$ cat src/inc/mmx_params.svh
// Constants for the monitor mux select control block.
`ifndef MMX_PARAMS_SVH
`define MMX_PARAMS_SVH

`define MMX_CMD_MUX_WRITE   8'h75
`define MMX_CMD_MUX_READ    8'h1d
`define MMX_CMD_TD_WRITE    8'h0b
`define MMX_CMD_TD_READ     8'h1b
`define MMX_ENABLE_BIT      10
`define MMX_CTRL_RESET      16'h0000
`define MMX_CTRL_MASK       16'h07ff
`define MMX_TD_RESET        16'h0000
`define MMX_FRAME_SHORT     6'h18
`define MMX_FRAME_LONG      6'h20
`define MMX_NUM_CHANNELS    16
`define MMX_SYS_CLK_MHZ     200
`define MMX_SYNC_STAGES     2

`endif

$ cat src/inc/mmx_pkg.sv
// Types for the monitor mux select control block.
package mmx_pkg;

  typedef enum logic [3:0] {
    MMX_SRC_NONE   = 4'h1,
    MMX_SRC_VOUT   = 4'h2,
    MMX_SRC_SENSE  = 4'h4,
    MMX_SRC_NODE   = 4'h8
  } mmx_src_type;

  typedef enum logic [3:0] {
    MMX_ST_IDLE  = 4'h1,
    MMX_ST_SHIFT = 4'h2,
    MMX_ST_EXEC  = 4'h4,
    MMX_ST_HOLD  = 4'h8
  } mmx_state_type;

  typedef struct packed {
    logic       enable;
    logic [9:0] select;
  } mmx_ctrl_type;

  typedef struct packed {
    logic        drive;
    mmx_src_type kind;
    logic [3:0]  channel;
    logic [1:0]  node;
  } mmx_route_type;

endpackage : mmx_pkg

$ cat src/hdl/mmx_monitor_mux.sv
// Serial command decoder and monitor mux control register.
`timescale 1ns/100ps
`include "mmx_params.svh"

// What this block does
// - Monitor pin is undriven while enable is zero, also at reset.
// - Command 0111 0101 writes; five don't-cares, enable, select, trailing byte.
// - Enable bit one connects the chosen source; enable resets to zero.
// - Ten-bit select is the source address, resetting to zero.
// - 11_0000_cccc routes channel voltage; 00_0000_cccc routes sense voltage.
// - 10_00nn_0000 picks reference low, supply, reference or temperature.
// - A sense code puts that channel's load sense voltage on the pin.
// - Read back the mux register with command 29.
// - Read data shifts out on the following frame, not the read frame.
// - Each channel holds its own toggle-or-dither selection.
// - Without CRC a frame may be only 24 bits long.
// - Readback uses the write layout with zeros in the trailing byte.
module mmx_monitor_mux
(
  // System clock and reset
  input  wire logic                  sys_clk,
  input  wire logic                  srst,
  // Serial link pins from the host
  input  wire logic                  spi_sck,
  input  wire logic                  spi_cs_n,
  input  wire logic                  spi_sdi,
  output logic                       spi_sdo,
  // Monitor pin routing to the analog mux
  output logic                       mon_oe,
  output mmx_pkg::mmx_route_type     mon_route,
  // Per-channel toggle or dither selection
  output logic [15:0]                td_mode
);

  logic [2:0]              pins_sync;
  logic                    sck_prev_reg;
  logic                    sck_prev_next;
  mmx_pkg::mmx_state_type  state_reg;
  mmx_pkg::mmx_state_type  state_next;
  logic [31:0]             shift_reg;
  logic [31:0]             shift_next;
  logic [5:0]              count_reg;
  logic [5:0]              count_next;
  logic [23:0]             out_reg;
  logic [23:0]             out_next;
  logic [23:0]             pend_reg;
  logic [23:0]             pend_next;
  mmx_pkg::mmx_ctrl_type   ctrl_reg;
  mmx_pkg::mmx_ctrl_type   ctrl_next;
  logic [15:0]             td_reg;
  logic [15:0]             td_next;
  logic                    sdo_reg;
  logic                    sdo_next;
  mmx_pkg::mmx_route_type  route_reg;
  mmx_pkg::mmx_route_type  route_next;
  logic                    oe_reg;
  logic                    oe_next;
  logic                    sck_rise;
  logic                    sck_fall;
  logic [23:0]             frame;

  mmx_sync u_sync
  (
    .sys_clk  (sys_clk),
    .srst     (srst),
    .async_in ({spi_cs_n, spi_sck, spi_sdi}),
    .sync_out (pins_sync)
  );

  // ------------------------------------------------------------------
  // Select code decoding
  // ------------------------------------------------------------------
  function automatic mmx_pkg::mmx_route_type decode_select
  (
    input mmx_pkg::mmx_ctrl_type c
  );
    mmx_pkg::mmx_route_type r;
    r.drive   = 1'b0;
    r.kind    = mmx_pkg::MMX_SRC_NONE;
    r.channel = c.select[3:0];
    r.node    = c.select[5:4];
    if (c.select[9:4] == 6'h30)
      r.kind = mmx_pkg::MMX_SRC_VOUT;
    else if (c.select[9:4] == 6'h00)
      r.kind = mmx_pkg::MMX_SRC_SENSE;
    else if (c.select[9:6] == 4'h8 && c.select[3:0] == 4'h0)
      r.kind = mmx_pkg::MMX_SRC_NODE;
    // drive only when enabled and the code is listed
    r.drive = c.enable && (r.kind != mmx_pkg::MMX_SRC_NONE);
    return r;
  endfunction : decode_select

  // ------------------------------------------------------------------
  // Serial frame engine
  // ------------------------------------------------------------------
  always_comb
  begin
    sck_prev_next = pins_sync[1];
    sck_rise      = pins_sync[1] && !sck_prev_reg;
    sck_fall      = !pins_sync[1] && sck_prev_reg;
    state_next    = state_reg;
    shift_next    = shift_reg;
    count_next    = count_reg;
    out_next      = out_reg;
    pend_next     = pend_reg;
    ctrl_next     = ctrl_reg;
    td_next       = td_reg;
    sdo_next      = sdo_reg;
    // accept either a 24-bit or a 32-bit frame
    frame = (count_reg == `MMX_FRAME_LONG) ? shift_reg[31:8]
                                           : shift_reg[23:0];
    case (state_reg)
      mmx_pkg::MMX_ST_IDLE:
      begin
        if (!pins_sync[2])
        begin
          state_next = mmx_pkg::MMX_ST_SHIFT;
          count_next = 6'h00;
          // last frame's read data goes out in this frame
          out_next   = pend_reg;
          pend_next  = 24'h000000;
          sdo_next   = pend_reg[23];
        end
      end
      mmx_pkg::MMX_ST_SHIFT:
      begin
        if (pins_sync[2])
          state_next = mmx_pkg::MMX_ST_EXEC;
        else if (sck_rise && count_reg != `MMX_FRAME_LONG)
        begin
          shift_next = {shift_reg[30:0], pins_sync[0]};
          count_next = count_reg + 6'h01;
        end
        else if (sck_fall)
        begin
          out_next = {out_reg[22:0], 1'b0};
          sdo_next = out_reg[22];
        end
      end
      mmx_pkg::MMX_ST_EXEC:
      begin
        state_next = mmx_pkg::MMX_ST_IDLE;
        sdo_next   = 1'b0;
        // Frames of other than 24 or 32 bits are dropped whole; past 32 bits only the first 32 count.
        if (count_reg == `MMX_FRAME_SHORT || count_reg == `MMX_FRAME_LONG)
        begin
          case (frame[23:16])
            `MMX_CMD_MUX_WRITE:
              ctrl_next = mmx_pkg::mmx_ctrl_type'(frame[10:0]);
            // readback in write layout, zero tail byte
            `MMX_CMD_MUX_READ:
              pend_next = {`MMX_CMD_MUX_WRITE,
                           16'(ctrl_reg) & `MMX_CTRL_MASK};
            `MMX_CMD_TD_WRITE:
              td_next = frame[15:0];
            `MMX_CMD_TD_READ:
              pend_next = {`MMX_CMD_TD_WRITE, td_reg};
            default:
              ctrl_next = ctrl_reg;
          endcase
        end
      end
      default:
        state_next = mmx_pkg::MMX_ST_IDLE;
    endcase
    route_next = decode_select(ctrl_reg);
    oe_next    = route_next.drive;
  end

  always_ff @(posedge sys_clk)
  begin
    if (srst)
    begin
      sck_prev_reg <= 1'b0;
      state_reg    <= mmx_pkg::MMX_ST_IDLE;
      shift_reg    <= 32'h00000000;
      count_reg    <= 6'h00;
      out_reg      <= 24'h000000;
      pend_reg     <= 24'h000000;
      // enable and select clear at reset
      ctrl_reg     <= mmx_pkg::mmx_ctrl_type'(11'(`MMX_CTRL_RESET));
      td_reg       <= `MMX_TD_RESET;
      sdo_reg      <= 1'b0;
      route_reg    <= '{1'b0, mmx_pkg::MMX_SRC_NONE, 4'h0, 2'h0};
      oe_reg       <= 1'b0;
    end
    else
    begin
      sck_prev_reg <= sck_prev_next;
      state_reg    <= state_next;
      shift_reg    <= shift_next;
      count_reg    <= count_next;
      out_reg      <= out_next;
      pend_reg     <= pend_next;
      ctrl_reg     <= ctrl_next;
      td_reg       <= td_next;
      sdo_reg      <= sdo_next;
      route_reg    <= route_next;
      oe_reg       <= oe_next;
    end
  end

  assign spi_sdo   = sdo_reg;
  assign mon_oe    = oe_reg;
  assign mon_route = route_reg;
  assign td_mode   = td_reg;

endmodule : mmx_monitor_mux

$ cat src/hdl/mmx_sync.sv
// Two-stage synchroniser for the serial link pins.
`timescale 1ns/100ps
module mmx_sync
(
  // Clock and reset
  input  wire logic       sys_clk,
  input  wire logic       srst,
  // Pins in and synchronised levels out
  input  wire logic [2:0] async_in,
  output logic      [2:0] sync_out
);

  logic [2:0] stage1_reg;
  logic [2:0] stage1_next;
  logic [2:0] stage2_reg;
  logic [2:0] stage2_next;

  always_comb
  begin
    stage1_next = async_in;
    stage2_next = stage1_reg;
  end

  // Select line idles high so it resets high, to avoid a false frame start.
  always_ff @(posedge sys_clk)
  begin
    if (srst)
    begin
      stage1_reg <= 3'h4;
      stage2_reg <= 3'h4;
    end
    else
    begin
      stage1_reg <= stage1_next;
      stage2_reg <= stage2_next;
    end
  end

  assign sync_out = stage2_reg;

endmodule : mmx_sync

$ cat config.mk
export PLATFORM = sky130hd
export DESIGN_NAME = mmx_monitor_mux
export DESIGN_NICKNAME = d
export VERILOG_FILES = /design/src/inc/mmx_pkg.sv /design/src/hdl/mmx_monitor_mux.sv /design/src/hdl/mmx_sync.sv
export VERILOG_INCLUDE_DIRS = /design/src /design/src/inc
export SDC_FILE = /design/constraint.sdc
export NUM_CORES = 1
export LEC_CHECK = 0
export BUFFER_PORTS_ARGS = -buffer_cell sky130_fd_sc_hd__buf_2
export CAP_MARGIN = 20
export CORE_MARGIN = 3
export CORE_UTILIZATION = 55
export DETAILED_ROUTE_END_ITERATION = 6
export PLACE_DENSITY = 0.73
export SYNTH_ARGS = -nofsm -noshare
export SYNTH_HDL_FRONTEND = slang
export SYNTH_SLANG_ARGS = --single-unit
export TNS_END_PERCENT = 20
$ cat constraint.sdc
create_clock -name sys_clk -period 2.4 [get_ports sys_clk]
set_input_delay 0.12 -clock sys_clk [delete_from_list [all_inputs] [get_ports sys_clk]]
set_output_delay 0.12 -clock sys_clk [all_outputs]
set_load 0.05 [all_outputs]
==> summary.txt <==
Timing
  • Final min period: 2.21 ns
  • RSZ-0062 raised after global routing: false
  • Worst-Margin Slew: around 0.66 ns
  • Fmax achieved: about 450 MHz
  • Final period util: 0.920
  • Fin. Hold Viols: 0
  • Setup Viol. Count Final: 0
  • Max-Slew Margin vs Limit: 0.558
  • Setup TNS: 0 ns
  • Final Max Tran Viols: 0
  • Clock Skews: 0.0104 ns

CTS
  • Clock transition at path regs: 0.06 ns
  • Root buf cell: clkbuf_8
  • Max clock buf depth: 2
  • CTS H-tree lvls: 4
  • Clock Sinks: ~130
  • Post-cts sizing count: 0
  • Clock Latency Late Sink: 0.51 ns
  • Cts bufs inserted: 17
  • CTS tree: built
  • Post-CTS Setup Bufs: 0

Cells and area
  • Area grow syn2layout: 17.5%
  • Share of post-route cells with drive strength above 1: 0.171
  • Final net count: ~590
  • Ant diodes: 0
  • Layout fillers: 678
  • Max reg flops: 32

Yosys
  • Register area share after synthesis: 0.498
  • Synthesized Nets: between 500 and 600
  • Seq cells post-synth: 129
  • Syn Area/Cell: 9.33 um2
  • Ys Warns: 0
  • Post-synth EDFFs: 0
  • Unique masters post-synth: 51
  • Syn Inst Count: roughly 560
  • Async set or reset register ratio after synthesis: 0
  • Primary FF master, synth: dfxtp_1
  • Cell Area, Synth: 5190 um2

Critical path
  • Worst flop-to-flop path startpoint: count_reg[3]$_SDFFE_PP0P_
  • Worst Reg2Reg Path Length in Cells: 6
  • CP cell instances: or3b_1 > a211o_1 > a211oi_4 > buf_12 > nor2_1 > a311oi_2
  • Crit path DAT: about 2.6 ns
  • CP required: 2.81 ns
  • Setup CP Type: flop to flop
  • Highest-delay cell along the critical path: or3b_1
  • R2R Setup Slk: 0.19 ns
  • Crit. End Element: flop
  • Worst setup path endpoint: td_mode[14]$_SDFFE_PP0P_
  • Max Fanout on Critical Path: 32
  • CP startpoint kind: flop
  • Critical Path Start: count_reg[3]$_SDFFE_PP0P_
  • Reg2reg end: td_mode[14]$_SDFFE_PP0P_
  • Largest stage delay, worst path: 0.51 ns

Floorplanning
  • Rows: 34
  • Chip width: 103 um
  • Die Area: approximately 11000 um2
  • Total I/O pin count: 34
  • Initial cell density of the core: 0.581
  • Core area: 8930 um2
  • Die H: 103 um

Place
  • PortBufs: 33
  • GP Congestion: about 0.79
  • HPWL Detailed: roughly 7.4 mm

Global route
  • Global-route wire length before repair: 18.4 mm
  • Vias in the first global route: 3662
  • Grt ovf: 0
  • Initial antenna violation count: 0
  • Largest net degree at the start of global routing: slightly above 60
  • Gr usage total: 0.223

Drt
  • DR vias/cell: around 5.7
  • Final wirelength: 11.4 mm
  • Drt wl/cell: 16.2 um
  • DRT antenna net count: 0
  • First drt pass iteration count: 5
  • DRC: 0
  • Vias: 4029
  • Initial DRC Count: 217

Power and ir drop
  • Total power: between 4 and 5 mW
  • Peak VDD IR: 0.458 mV
  • Pwr dens: 804 nW/um2
  • Static Leak: 2.18 nW

Flow run
  • Max Cap Violations: 0

Hold path
  • Hold Path Class: input pin to flop
  • Hold path cells: 2

Outcome
  • Status: finished, final reports clean
## metal layers
layer | vias to the layer above | GRT usage | share of wire
li1 | 2019 | - | -
met1 | 1914 | 0.308 | 0.47
met2 | 88 | 0.344 | 0.48
met3 | 8 | 0.0609 | 0.042
met4 | 0 | 0.0618 | 0.0086
met5 | - | 0 | 0
## kinds of logic after synthesis
family / Yosys count / share of synthesized area
buffers and inverters: 47 / 0.0393
flip-flops: 129 / 0.498
adder cells (fa/ha/maj): 2 / 0.00482
XOR/XNOR: 6 / 0.0101
AO/OA/AOI/OAI: 126 / 0.182
multiplexers: 41 / 0.0794
AND/OR/NAND/NOR: 205 / 0.187
## cell usage after synthesis (all sizes together), types with 4 or more instances
cell type | n | share of area
a211oi | 46 | 0.080
a21oi | 48 | 0.047
a22o | 5 | 0.0084
a311oi | 5 | 0.012
buf | 9 | 0.012
clkbuf | 31 | 0.022
dfxtp | 129 | 0.50
inv | 7 | 0.0051
mux2i | 40 | 0.077
nand2 | 78 | 0.057
nand3 | 10 | 0.0096
nand4 | 4 | 0.0048
nor2 | 62 | 0.045
nor2b | 18 | 0.022
nor3b | 4 | 0.0068
nor4bb | 4 | 0.0077
o2bb2ai | 11 | 0.019
xor2 | 4 | 0.0068
## layout by cell type (no fill, tap or decap), types with 3 or more instances in the layout
| cell | Yosys | layout |
|---|---|---|
| a22o_1 | 5 | 5 |
| buf_2 | 4 | 32 |
| buf_4 | 2 | 13 |
| clkinv_2 | 0 | 3 |
| inv_1 | 7 | 7 |
| nand2b_1 | 3 | 3 |
| a21oi_1 | 47 | 47 |
| nand2_1 | 77 | 77 |
| a311oi_2 | 3 | 3 |
| dlygate4sd3_1 | 0 | 3 |
| nor4bb_1 | 4 | 4 |
| nor2b_1 | 18 | 18 |
| o211ai_1 | 3 | 3 |
| nor2_1 | 62 | 62 |
| a211oi_2 | 11 | 11 |
| clkbuf_16 | 0 | 16 |
| dfxtp_1 | 129 | 129 |
| mux2i_1 | 40 | 39 |
| nand3_1 | 10 | 10 |
| bufinv_16 | 0 | 4 |
| o2bb2ai_1 | 11 | 11 |
| a211oi_1 | 34 | 34 |
| nand4_1 | 4 | 4 |
| xor2_1 | 4 | 4 |
| nand4b_1 | 3 | 3 |
## critical path, delay by kind of cell (launching register included)
kind,cells,cell delay (ns)
buffers and inverters,1,0.24
AO/OA/AOI/OAI,3,0.92
flip-flops,1,0.36
AND/OR/NAND/NOR,2,0.59
## report_power, final
part           switching [mW]  internal, mW
sequential             0.0141          2.17
clock                   0.928          1.68
combinational          0.0743        0.0339
total                    1.02          3.89
## repair_timing
item / in CTS / in global routing
setup endpoints to repair: 0 / 0
hold buffers: 3 / 0
hold endpoints to repair: 3 / 0
## worst min path at each step
stage              from                               to  slack [ns]
2_1_floorplan  spi_cs_n  u_sync.stage1_reg[2]$_SDFF_PP1_        0.22
3_3_place_gp   spi_cs_n  u_sync.stage1_reg[2]$_SDFF_PP1_        0.30
3_5_place_dp   spi_cs_n  u_sync.stage1_reg[2]$_SDFF_PP1_        0.32
4_1_cts            srst          sck_prev_reg$_SDFF_PP0_        0.04
5_1_grt            srst        count_reg[0]$_SDFFE_PP0P_        0.08
6_report           srst          sck_prev_reg$_SDFF_PP0_        0.07
## metrics by stage
stage / area (um2) / hold slack, ns / worst slack (ns) / cells / util
after floorplan: 5190 / 0.224 / 0.192 / 556 / -
after global placement: 5460 / 0.302 / 0.334 / 671 / 0.611
after detailed placement: 5460 / 0.319 / 0.241 / 671 / 0.611
after CTS: 6100 / 0.0379 / 0.183 / 705 / 0.682
after global routing: 6100 / 0.0764 / 0.0879 / 705 / 0.682
final: 6100 / 0.0652 / 0.193 / 705 / 0.682
## area by class of cell
cell class / count / area, um2 / area share
timing repair buffer: 50 / 328 / 0.0538
sequential: 129 / 2580 / 0.424
inverter: 7 / 26.3 / 0.00431
clock inverter: 13 / 185 / 0.0304
multi-input combinational: 380 / 2420 / 0.397
tap: 108 / 135 / 0.0222
clock buffer: 18 / 418 / 0.0686
Note: power is estimated with default switching activity, not from simulation.
